--- src/verilog/mps_pkg.sv ---
// Shared constants and types for the MAC-side pin multiplexer with straps
package mps_pkg;

  // Register indices; byte address is four times the index
  localparam logic [4:0] REG_CTRL        = 5'h00;
  localparam logic [4:0] REG_STRAP       = 5'h18;
  localparam logic [4:0] REG_MODE        = 5'h19;
  localparam logic [4:0] REG_INT_MASK    = 5'h1a;
  localparam logic [4:0] REG_INT_STAT    = 5'h1b;
  localparam logic [4:0] REG_PHY_CTRL2   = 5'h1f;

  // Field positions
  localparam int CTRL_DUPLEX_BIT  = 8;
  localparam int CTRL_ISO_BIT     = 10;
  localparam int STRAP_ISO_BIT    = 3;
  localparam int STRAP_DUPLEX_BIT = 4;
  localparam int PC2_IRQ_POL_BIT  = 9;
  localparam int INT_CRS_BIT      = 0;
  localparam int INT_COL_BIT      = 1;
  localparam int INT_RXER_BIT     = 2;

  // Reset values
  localparam logic [1:0] MODE_RST     = 2'h0;
  localparam logic [2:0] INT_MASK_RST = 3'h0;
  localparam logic       IRQ_POL_RST  = 1'b0;
  localparam logic       IRQ_PIN_RST  = 1'b1;

  // MAC interface modes
  localparam logic [1:0] MODE_MII  = 2'h0;
  localparam logic [1:0] MODE_RMII = 2'h1;
  localparam logic [1:0] MODE_SMII = 2'h2;
  localparam logic [1:0] MODE_B2B  = 2'h3;

  // Strap sampling window after reset release
  localparam int         CLK_MHZ        = 100;
  localparam int         STRAP_TIME_NS  = 100;
  localparam int         STRAP_CYCLES_I = (STRAP_TIME_NS * CLK_MHZ + 999) / 1000;
  localparam logic [3:0] STRAP_LAST     = 4'(STRAP_CYCLES_I - 1);

  // SMII frame length in bits
  localparam logic [3:0] SMII_BITS = 4'ha;

  // Positions in the synchronised pin vector
  localparam int SY_W    = 12;
  localparam int SY_REF  = 0;
  localparam int SY_TXC  = 1;
  localparam int SY_TXEN = 2;
  localparam int SY_TXD0 = 3;
  localparam int SY_TXD1 = 4;
  localparam int SY_TXD2 = 5;
  localparam int SY_TXD3 = 6;
  localparam int SY_RXD0 = 7;
  localparam int SY_RXDV = 8;
  localparam int SY_RXER = 9;
  localparam int SY_COL  = 10;
  localparam int SY_CRS  = 11;

  typedef enum logic {ST_STRAP, ST_RUN} mps_phase_t;

  typedef struct packed {
    mps_phase_t  phase;
    logic [3:0]  strap_cnt;
    logic [2:0]  cfg_strap;
    logic        iso_strap;
    logic        duplex_strap;
    logic        duplex;
    logic        iso;
    logic [1:0]  mode;
    logic        irq_pol;
    logic [2:0]  int_stat;
    logic [2:0]  int_mask;
    logic        irq;
    logic        dp_valid;
    logic        dp_wr;
    logic        dp_hit;
    logic [4:0]  dp_idx;
    logic [31:0] rdata;
    logic        ref_q;
    logic        txc_q;
    logic        clk_out;
    logic        rxd0;
    logic [2:0]  rxd_hi;
    logic        rxdv;
    logic        rxer;
    logic        col;
    logic        crs;
    logic [8:0]  rx_sh;
    logic [9:0]  tx_sh;
    logic [3:0]  tx_cnt;
    logic [7:0]  tx_byte;
    logic        tx_en;
    logic        tx_er;
    logic        tx_stb;
    logic [2:0]  ev_prev;
  } mps_st_t;

endpackage : mps_pkg

--- src/verilog/mps_sync.sv ---
// Two-flop synchroniser for a vector of asynchronous pins
`timescale 1ns/10ps
`default_nettype none
module mps_sync #(
  parameter int W = 1
) (
  input  wire logic         clk_in,   // Sampling clock
  input  wire logic         rst_b_in, // Async reset, active low
  input  wire logic [W-1:0] d_in,     // Asynchronous levels
  output var  logic [W-1:0] q_out     // Synchronised levels
);

  logic [W-1:0] meta;

  // First stage feeds only the second stage
  always_ff @(posedge clk_in or negedge rst_b_in)
  begin
    if (!rst_b_in)
    begin
      meta  <= '0;
      q_out <= '0;
    end
    else
    begin
      meta  <= d_in;
      q_out <= meta;
    end
  end

endmodule : mps_sync
`default_nettype wire

--- src/verilog/mps_pin_mux.sv ---
// MAC-side pin multiplexer with reset straps, interrupt pin and AHB-Lite registers
//
// The implementer's own choices: the placing of the registers and the AHB-Lite slave port.
`timescale 1ns/10ps
`default_nettype none
module mps_pin_mux
  import mps_pkg::*;
(
  input  wire logic        SYS_CLK_IN,        // System clock, 100 MHz
  input  wire logic        RST_B_IN,          // Async reset, active low
  input  wire logic        HSEL_IN,           // AHB slave select
  input  wire logic [31:0] HADDR_IN,          // AHB address
  input  wire logic [1:0]  HTRANS_IN,         // AHB transfer type
  input  wire logic        HWRITE_IN,         // AHB write
  input  wire logic [2:0]  HSIZE_IN,          // AHB size, word only
  input  wire logic [31:0] HWDATA_IN,         // AHB write data
  input  wire logic        HREADY_IN,         // AHB bus ready
  output var  logic [31:0] HRDATA_OUT,        // AHB read data
  output var  logic        HREADYOUT_OUT,     // AHB slave ready
  output var  logic        HRESP_OUT,         // AHB response, always OKAY
  input  wire logic        REF_CLK_IN,        // MAC-side reference clock
  input  wire logic        RXD0_IN,           // Receive data 0 pin, strap level
  output var  logic        RXD0_OUT,          // Receive data 0 pin drive
  output var  logic        RXD0_OE_OUT,       // Receive data 0 pin enable
  input  wire logic        RXDV_IN,           // Receive valid pin, strap level
  output var  logic        RXDV_OUT,          // Receive valid pin drive
  output var  logic        RXDV_OE_OUT,       // Receive valid pin enable
  input  wire logic        RXER_IN,           // Receive error pin, strap level
  output var  logic        RXER_OUT,          // Receive error pin drive
  output var  logic        RXER_OE_OUT,       // Receive error pin enable
  input  wire logic        COL_IN,            // Collision pin, strap level
  output var  logic        COL_OUT,           // Collision pin drive
  output var  logic        COL_OE_OUT,        // Collision pin enable
  input  wire logic        CRS_IN,            // Carrier sense pin, strap level
  output var  logic        CRS_OUT,           // Carrier sense pin drive
  output var  logic        CRS_OE_OUT,        // Carrier sense pin enable
  output var  logic [2:0]  RXD_HI_OUT,        // Receive data bits 3..1
  output var  logic        RXD_HI_OE_OUT,     // Receive data bits 3..1 enable
  output var  logic        RXC_OUT,           // Receive clock
  output var  logic        RXC_OE_OUT,        // Receive clock enable
  input  wire logic        TXC_IN,            // Transmit clock pin input
  output var  logic        TXC_OUT,           // Transmit clock pin drive
  output var  logic        TXC_OE_OUT,        // Transmit clock pin enable
  input  wire logic        TXEN_IN,           // Transmit enable from MAC
  input  wire logic [3:0]  TXD_IN,            // Transmit data; SMII data and sync
  output var  logic        IRQ_OUT,           // Interrupt pin, programmable polarity
  input  wire logic [7:0]  LINE_RX_BYTE_IN,   // Line-side receive data
  input  wire logic        LINE_RX_DV_IN,     // Line-side receive valid
  input  wire logic        LINE_CRS_IN,       // Line-side carrier sense
  input  wire logic        LINE_COL_IN,       // Line-side collision
  input  wire logic        LINE_RX_ER_IN,     // Line-side receive error
  output var  logic [7:0]  LINE_TX_BYTE_OUT,  // Transmit data to line side
  output var  logic        LINE_TX_EN_OUT,    // Transmit enable to line side
  output var  logic        LINE_TX_ER_OUT,    // Transmit error to line side
  output var  logic        LINE_TX_STB_OUT,   // Transmit data strobe, one cycle
  output var  logic        DUPLEX_OUT,        // Current duplex setting
  output var  logic [2:0]  CFG_STRAP_OUT      // Captured configuration straps
);

  mps_st_t          s;
  mps_st_t          n;
  logic [SY_W-1:0]  sy;
  logic             ref_rise;
  logic             txc_rise;
  logic             tx_rise;
  logic             drive;
  logic             mii_like;
  logic [2:0]       ev;
  logic [2:0]       ev_now;
  logic             addr_ok;

  mps_sync #(
    .W (SY_W)
  ) u_sync (
    .clk_in   (SYS_CLK_IN),
    .rst_b_in (RST_B_IN),
    .d_in     ({CRS_IN, COL_IN, RXER_IN, RXDV_IN, RXD0_IN, TXD_IN, TXEN_IN, TXC_IN,
                REF_CLK_IN}),
    .q_out    (sy)
  );

  function automatic logic edge_rise(input logic now, input logic prev);
    return now & ~prev;
  endfunction : edge_rise

  function automatic logic [31:0] reg_read(input mps_st_t st, input logic [4:0] idx);
    logic [31:0] v;
    v = 32'h0;
    unique case (idx)
      REG_CTRL:
      begin
        v[CTRL_DUPLEX_BIT] = st.duplex;
        v[CTRL_ISO_BIT]    = st.iso;
      end
      REG_STRAP:
      begin
        v[2:0]              = st.cfg_strap;
        v[STRAP_ISO_BIT]    = st.iso_strap;
        v[STRAP_DUPLEX_BIT] = st.duplex_strap;
      end
      REG_MODE:      v[1:0] = st.mode;
      REG_INT_MASK:  v[2:0] = st.int_mask;
      REG_INT_STAT:  v[2:0] = st.int_stat;
      REG_PHY_CTRL2: v[PC2_IRQ_POL_BIT] = st.irq_pol;
      default:       v = 32'h0;
    endcase
    return v;
  endfunction : reg_read

  assign ref_rise = edge_rise(sy[SY_REF], s.ref_q);
  assign txc_rise = edge_rise(sy[SY_TXC], s.txc_q);
  // Back-to-back takes transmit timing from the incoming clock
  assign tx_rise  = (s.mode == MODE_B2B) ? txc_rise : ref_rise;
  assign drive    = (s.phase == ST_RUN) && !s.iso;
  assign mii_like = (s.mode == MODE_MII) || (s.mode == MODE_B2B);
  assign ev_now   = {LINE_RX_ER_IN, LINE_COL_IN, LINE_CRS_IN};
  assign ev       = ev_now & ~s.ev_prev;
  assign addr_ok  = (HADDR_IN[31:7] == 25'h0);

  always_comb
  begin
    n         = s;
    n.tx_stb  = 1'b0;
    n.ref_q   = sy[SY_REF];
    n.txc_q   = sy[SY_TXC];
    n.clk_out = sy[SY_REF];
    n.ev_prev = ev_now;

    unique case (s.phase)
      ST_STRAP:
      begin
        // Pins stay undriven so the pull levels can be read
        if (s.strap_cnt == STRAP_LAST)
        begin
          n.duplex_strap = sy[SY_RXD0];
          n.duplex       = sy[SY_RXD0];
          n.cfg_strap[2] = sy[SY_RXDV];
          n.iso_strap    = sy[SY_RXER];
          n.iso          = sy[SY_RXER];
          n.cfg_strap[0] = sy[SY_COL];
          n.cfg_strap[1] = sy[SY_CRS];
          n.phase        = ST_RUN;
        end
        else
        begin
          n.strap_cnt = s.strap_cnt + 4'h1;
        end
      end
      ST_RUN:
      begin
        if (ref_rise)
        begin
          unique case (s.mode)
            MODE_RMII:
            begin
              n.rxd0   = LINE_RX_BYTE_IN[0];
              n.rxd_hi = {2'b00, LINE_RX_BYTE_IN[1]};
              n.rxdv   = LINE_CRS_IN | LINE_RX_DV_IN;
              n.rxer   = LINE_RX_ER_IN;
              n.col    = 1'b0;
              n.crs    = 1'b0;
            end
            MODE_SMII:
            begin
              // Frame: carrier, valid, then data LSB first
              if (sy[SY_TXD1])
              begin
                n.rxd0  = LINE_CRS_IN;
                n.rx_sh = {LINE_RX_BYTE_IN, LINE_RX_DV_IN};
              end
              else
              begin
                n.rxd0  = s.rx_sh[0];
                n.rx_sh = {1'b0, s.rx_sh[8:1]};
              end
            end
            default:
            begin
              n.rxd0   = LINE_RX_BYTE_IN[0];
              n.rxd_hi = LINE_RX_BYTE_IN[3:1];
              n.rxdv   = LINE_RX_DV_IN;
              n.rxer   = LINE_RX_ER_IN;
              n.col    = LINE_COL_IN;
              n.crs    = LINE_CRS_IN;
            end
          endcase
        end

        // Transmit inputs are ignored while isolated
        if (tx_rise && !s.iso)
        begin
          unique case (s.mode)
            MODE_RMII:
            begin
              n.tx_byte = {6'h00, sy[SY_TXD1], sy[SY_TXD0]};
              n.tx_en   = sy[SY_TXEN];
              n.tx_er   = 1'b0;
              n.tx_stb  = 1'b1;
            end
            MODE_SMII:
            begin
              // Sync marks the first bit of a frame; the one before it is complete
              if (sy[SY_TXD1])
              begin
                if (s.tx_cnt == SMII_BITS)
                begin
                  n.tx_er   = s.tx_sh[0];
                  n.tx_en   = s.tx_sh[1];
                  n.tx_byte = s.tx_sh[9:2];
                  n.tx_stb  = 1'b1;
                end
                n.tx_cnt = 4'h1;
              end
              else if (s.tx_cnt != SMII_BITS)
              begin
                n.tx_cnt = s.tx_cnt + 4'h1;
              end
              n.tx_sh = {sy[SY_TXD0], s.tx_sh[9:1]};
            end
            default:
            begin
              n.tx_byte = {4'h0, sy[SY_TXD3], sy[SY_TXD2], sy[SY_TXD1], sy[SY_TXD0]};
              n.tx_en   = sy[SY_TXEN];
              n.tx_er   = 1'b0;
              n.tx_stb  = 1'b1;
            end
          endcase
        end
      end
    endcase

    // Register writes land in the data phase
    if (s.dp_valid && s.dp_wr && s.dp_hit)
    begin
      unique case (s.dp_idx)
        REG_CTRL:
        begin
          n.duplex = HWDATA_IN[CTRL_DUPLEX_BIT];
          n.iso    = HWDATA_IN[CTRL_ISO_BIT];
        end
        REG_MODE:      n.mode     = HWDATA_IN[1:0];
        REG_INT_MASK:  n.int_mask = HWDATA_IN[2:0];
        REG_PHY_CTRL2: n.irq_pol  = HWDATA_IN[PC2_IRQ_POL_BIT];
        default:       n.mode     = n.mode;
      endcase
    end

    // Write-one-to-clear; a new event in the same cycle wins
    if (s.dp_valid && s.dp_wr && s.dp_hit && (s.dp_idx == REG_INT_STAT))
    begin
      n.int_stat = (s.int_stat & ~HWDATA_IN[2:0]) | ev;
    end
    else
    begin
      n.int_stat = s.int_stat | ev;
    end

    n.irq = (|(n.int_stat & n.int_mask)) ? n.irq_pol : ~n.irq_pol;

    // Address phase; read data reflects this edge's updates
    if (HSEL_IN && HREADY_IN && HTRANS_IN[1])
    begin
      n.dp_valid = 1'b1;
      n.dp_wr    = HWRITE_IN;
      n.dp_hit   = addr_ok;
      n.dp_idx   = HADDR_IN[6:2];
      n.rdata    = (!HWRITE_IN && addr_ok) ? reg_read(n, HADDR_IN[6:2]) : 32'h0;
    end
    else
    begin
      n.dp_valid = 1'b0;
      n.dp_wr    = 1'b0;
    end
  end

  always_ff @(posedge SYS_CLK_IN or negedge RST_B_IN)
  begin
    if (!RST_B_IN)
    begin
      s          <= '0;
      s.phase    <= ST_STRAP;
      s.mode     <= MODE_RST;
      s.int_mask <= INT_MASK_RST;
      s.irq_pol  <= IRQ_POL_RST;
      s.irq      <= IRQ_PIN_RST;
    end
    else
    begin
      s <= n;
    end
  end

  assign HRDATA_OUT       = s.rdata;
  assign HREADYOUT_OUT    = 1'b1;
  assign HRESP_OUT        = 1'b0;
  assign RXD0_OUT         = s.rxd0;
  assign RXD0_OE_OUT      = drive;
  assign RXDV_OUT         = s.rxdv;
  assign RXDV_OE_OUT      = drive && (s.mode != MODE_SMII);
  assign RXER_OUT         = s.rxer;
  assign RXER_OE_OUT      = drive && (s.mode != MODE_SMII);
  assign COL_OUT          = s.col;
  assign COL_OE_OUT       = drive && mii_like;
  assign CRS_OUT          = s.crs;
  assign CRS_OE_OUT       = drive && mii_like;
  assign RXD_HI_OUT       = s.rxd_hi;
  assign RXD_HI_OE_OUT    = drive && (s.mode != MODE_SMII);
  assign RXC_OUT          = s.clk_out;
  assign RXC_OE_OUT       = drive && mii_like;
  assign TXC_OUT          = s.clk_out;
  assign TXC_OE_OUT       = drive && (s.mode == MODE_MII);
  assign IRQ_OUT          = s.irq;
  assign LINE_TX_BYTE_OUT = s.tx_byte;
  assign LINE_TX_EN_OUT   = s.tx_en;
  assign LINE_TX_ER_OUT   = s.tx_er;
  assign LINE_TX_STB_OUT  = s.tx_stb;
  assign DUPLEX_OUT       = s.duplex;
  assign CFG_STRAP_OUT    = s.cfg_strap;

endmodule : mps_pin_mux
`default_nettype wire

--- config.mk ---
export PLATFORM = sky130hd
export DESIGN_NAME = mps_pin_mux
export DESIGN_NICKNAME = d
export VERILOG_FILES = /design/src/verilog/mps_pkg.sv /design/src/verilog/mps_sync.sv /design/src/verilog/mps_pin_mux.sv
export SDC_FILE = /design/constraint.sdc
export NUM_CORES = 1
export LEC_CHECK = 0
export BUFFER_PORTS_ARGS = -buffer_cell sky130_fd_sc_hd__buf_2
export CAP_MARGIN = 25
export CORE_ASPECT_RATIO = 1.2
export CORE_MARGIN = 2
export CORE_UTILIZATION = 50
export DETAILED_ROUTE_END_ITERATION = 10
export PLACE_DENSITY_LB_ADDON = 0.12
export SYNTH_ARGS = -nofsm -noshare
export SYNTH_HDL_FRONTEND = slang
export SYNTH_SLANG_ARGS = --single-unit
--- constraint.sdc ---
create_clock -name SYS_CLK_IN -period 2.8 [get_ports SYS_CLK_IN]
set_clock_uncertainty 0.15 [all_clocks]
set_input_delay 0.7 -clock SYS_CLK_IN [delete_from_list [all_inputs] [get_ports SYS_CLK_IN]]
set_output_delay 0.7 -clock SYS_CLK_IN [all_outputs]
set_load 0.01 [all_outputs]
==> flow_metrics.env <==
export IMPL_run_status="finished, final reports clean"
export IMPL_pwr_density_cell_nw_per_um2=564.0
export IMPL_hold_viol_final=0
export IMPL_cp_data_arrival_time_ns=1.65
export IMPL_cp_required_ns=1.95
export IMPL_setup_viol=0
export IMPL_coreArea_sq_um=9467
export IMPL_grt_start_max_net_pins=40
export IMPL_slew_headroom_pct=64.40
export IMPL_hpwl_microns=6827
export IMPL_synth_flop_cell="dfrtp_1"
export IMPL_p_leak_nw=2.733
export IMPL_rsz0062_at_grt="no"
export IMPL_drc=0
export IMPL_grt_first_pass_wirelength_microns=14830
export IMPL_fillers=847
export IMPL_maxSlewViolCount=0
export IMPL_maxCapViolCount=0
export IMPL_drive_above_1_share_pct=31.55
export IMPL_fin_crit_sh_pct=89.24
export IMPL_synth_edf_count=0
export IMPL_cts_tree="yes"
export IMPL_setup_tns_ns=0
export IMPL_multi_input_area_sq_um=1714
export IMPL_hp_class="in -> async"
export IMPL_met2_usage_pct=30.67
export IMPL_worst_pin_slew_ns=0.5315
export IMPL_die_area_sq_um=10520
export IMPL_cts_setup_buffers=0
export IMPL_wl_per_cell_microns=14.37
export IMPL_endpoint_kind="output port"
export IMPL_viasPerCell=5.096
export IMPL_io_buffers=107
export IMPL_insertion_delay_ns=0.34
export IMPL_overflow=0
export IMPL_wirelength_microns=9010
export IMPL_cts_sinks=109
export IMPL_r2r_slack_ns=0.54
export IMPL_critPathKind="reg -> out"
export IMPL_start_util_pct=51.30
export IMPL_peakVddDrop_mv=0.3558
export IMPL_cts_root_buffer="clkbuf_16"
export IMPL_cts_resized=0
export IMPL_synth_area_sq_um=4856
export IMPL_ff2ff_path_depth=7
export IMPL_ys_types=57
export IMPL_ant_nets=0
export IMPL_busiest_layer="met2"
export IMPL_cts_max_level=3
export IMPL_nNetsFinal=605
export IMPL_pre_cts_ws_ns=0.4981
export IMPL_grt_total_usage_pct=17.90
export IMPL_async_reset_ff_share_pct=100.0
export IMPL_ys_warn_count=0
export IMPL_netlist_instances=414
export IMPL_avgSynthCellArea_sq_um=11.73
export IMPL_fmax_ghz=0.4002
export IMPL_dieWidth_microns=93.96
export IMPL_clkTransAtPathRegs_ns=0.07
export IMPL_ff_latch_area_sq_um=2729
export IMPL_ys_ff_latch=109
export IMPL_firstDrtPassIters=4
export IMPL_setup_worst_path_start_class="flip-flop"
export IMPL_die_y_microns=112.0
export IMPL_grt_pass1_vias=3203
export IMPL_final_cell_mix="108 x dfrtp_1, 106 x buf_2, 30 x nand2_1, 29 x o21ai_0, 26 x conb_1"
export IMPL_antenna_found_initial=0
export IMPL_layout_commonest_cell="dfrtp_1"
export IMPL_worstReg2RegEnd="HRDATA_OUT[0]$_DFFE_PN0P_"
export IMPL_rows=39
export IMPL_grt_met3_usage_pct=4.330
export IMPL_seq_area_frac_synth_pct=56.20
export IMPL_io_pins=166
export IMPL_place_congestion=0.8563
export IMPL_vias=3195
export IMPL_antenna_cells=0
export IMPL_postLayoutSetupSlackWorst_ns=0.3013
export IMPL_cts_max_path_buffers=2
export IMPL_drt_first_iter_violations=78
export IMPL_ctsHoldBuffers=0
export IMPL_gr_usage_met1_pct=22.86
export IMPL_r2r_start="s[106]$_DFFE_PN0P_"
export IMPL_areaGrowthSynthToFinish_pct=13.76
export IMPL_period_minus_slack_ns=2.499
export IMPL_crit_fanout=14
export IMPL_cts_buffers_inserted=9
## synthesized netlist by cell type, types with 5 or more instances
cell type	instances	share of area [%]
mux2i_1	14	2.9
inv_1	15	1.2
o21ai_0	29	3.0
mux2_2	21	4.9
nand3_1	7	0.72
nand4_1	5	0.64
nor2_1	19	1.5
clkbuf_1	5	0.39
nand2_1	30	2.3
ha_1	8	2.1
a21oi_1	9	0.93
dfrtp_1	108	56
nor4_1	5	0.64
a22o_1	9	1.6
buf_4	54	8.3
## cell type report
type	count	area share [%]
multi-input combinational	250	31.03
timing repair buffer	113	10.78
tap	123	2.786
sequential	109	49.40
inverter	16	1.087
clock buffer	13	4.530
clock inverter	3	0.3851
## per-stage QoR
stage          hold WS (ns)  util, %  cell area, sq um  cells  total power, mW
2_1_floorplan        0.1812        -              4946    438            1.892
4_1_cts              0.1788    58.35              5524    627            3.153
5_1_grt              0.2008    58.35              5524    627            3.254
6_report             0.1664    58.35              5524    627            3.116
3_5_place_dp         0.1847    55.49              5253    611            1.992
3_3_place_gp         0.1822    55.49              5253    611            1.984
## worst max path at each step
| stage | start | end | slack (ns) | cells after the start |
|---|---|---|---|---|
| 2_1_floorplan | s[96]$_DFF_PN0_ | RXD_HI_OE_OUT | 0.64 | 5 |
| 3_3_place_gp | HADDR_IN[10] | HRDATA_OUT[1]$_DFFE_PN0P_ | 0.50 | 6 |
| 3_5_place_dp | HADDR_IN[8] | HRDATA_OUT[1]$_DFFE_PN0P_ | 0.50 | 6 |
| 4_1_cts | s[96]$_DFF_PN0_ | RXDV_OE_OUT | 0.27 | 4 |
| 5_1_grt | s[96]$_DFF_PN0_ | RXDV_OE_OUT | 0.18 | 4 |
| 6_report | s[96]$_DFF_PN0_ | RXDV_OE_OUT | 0.30 | 4 |
## sequential cells by signal, indices dropped and copies added, names as in the netlist, 3 cells and up
name and flops:
CFG_STRAP_OUT 3, HRDATA_OUT 8, LINE_TX_BYTE_OUT 8, RXD_HI_OUT 3, s 52, u_sync.meta 12, u_sync.q_out 12
## worst max-delay path, stage by stage, from the launching register on
cell     delay, ns
dfrtp_1       0.40
inv_1         0.11
ha_1          0.47
nor2_1        0.16
buf_2         0.17
## logic make-up (layout without fill, tap and decap cells)
logic type               after synthesis  count (layout)  share of synthesized area [%]
AO/OA/AOI/OAI                         75              75                          10.93
XOR/XNOR                               4               4                         0.7216
adder cells (fa/ha/maj)                8               8                          2.061
buffers and inverters                 79             145                          10.36
flip-flops                           109             109                          56.20
multiplexers                          35              35                          7.756
other                                  2              26                         0.1547
AND/OR/NAND/NOR                      102             102                          11.83
## report_power, final
group | leakage, nW | internal [mW] | switching [mW]
Sequential | 1.29 | 1.64 | 0.0457
Clock | 0.130 | 0.629 | 0.530
Combinational | 1.31 | 0.113 | 0.155
## routing by layer
layer / part of all wire (%) / vias to the layer above
met4: 0.88 / 0
met2: 52 / 111
met1: 42 / 1522
met3: 5.6 / 12
li1: - / 1550
met5: 0 / -
No activity file was read; power rests on OpenSTA's default activity.
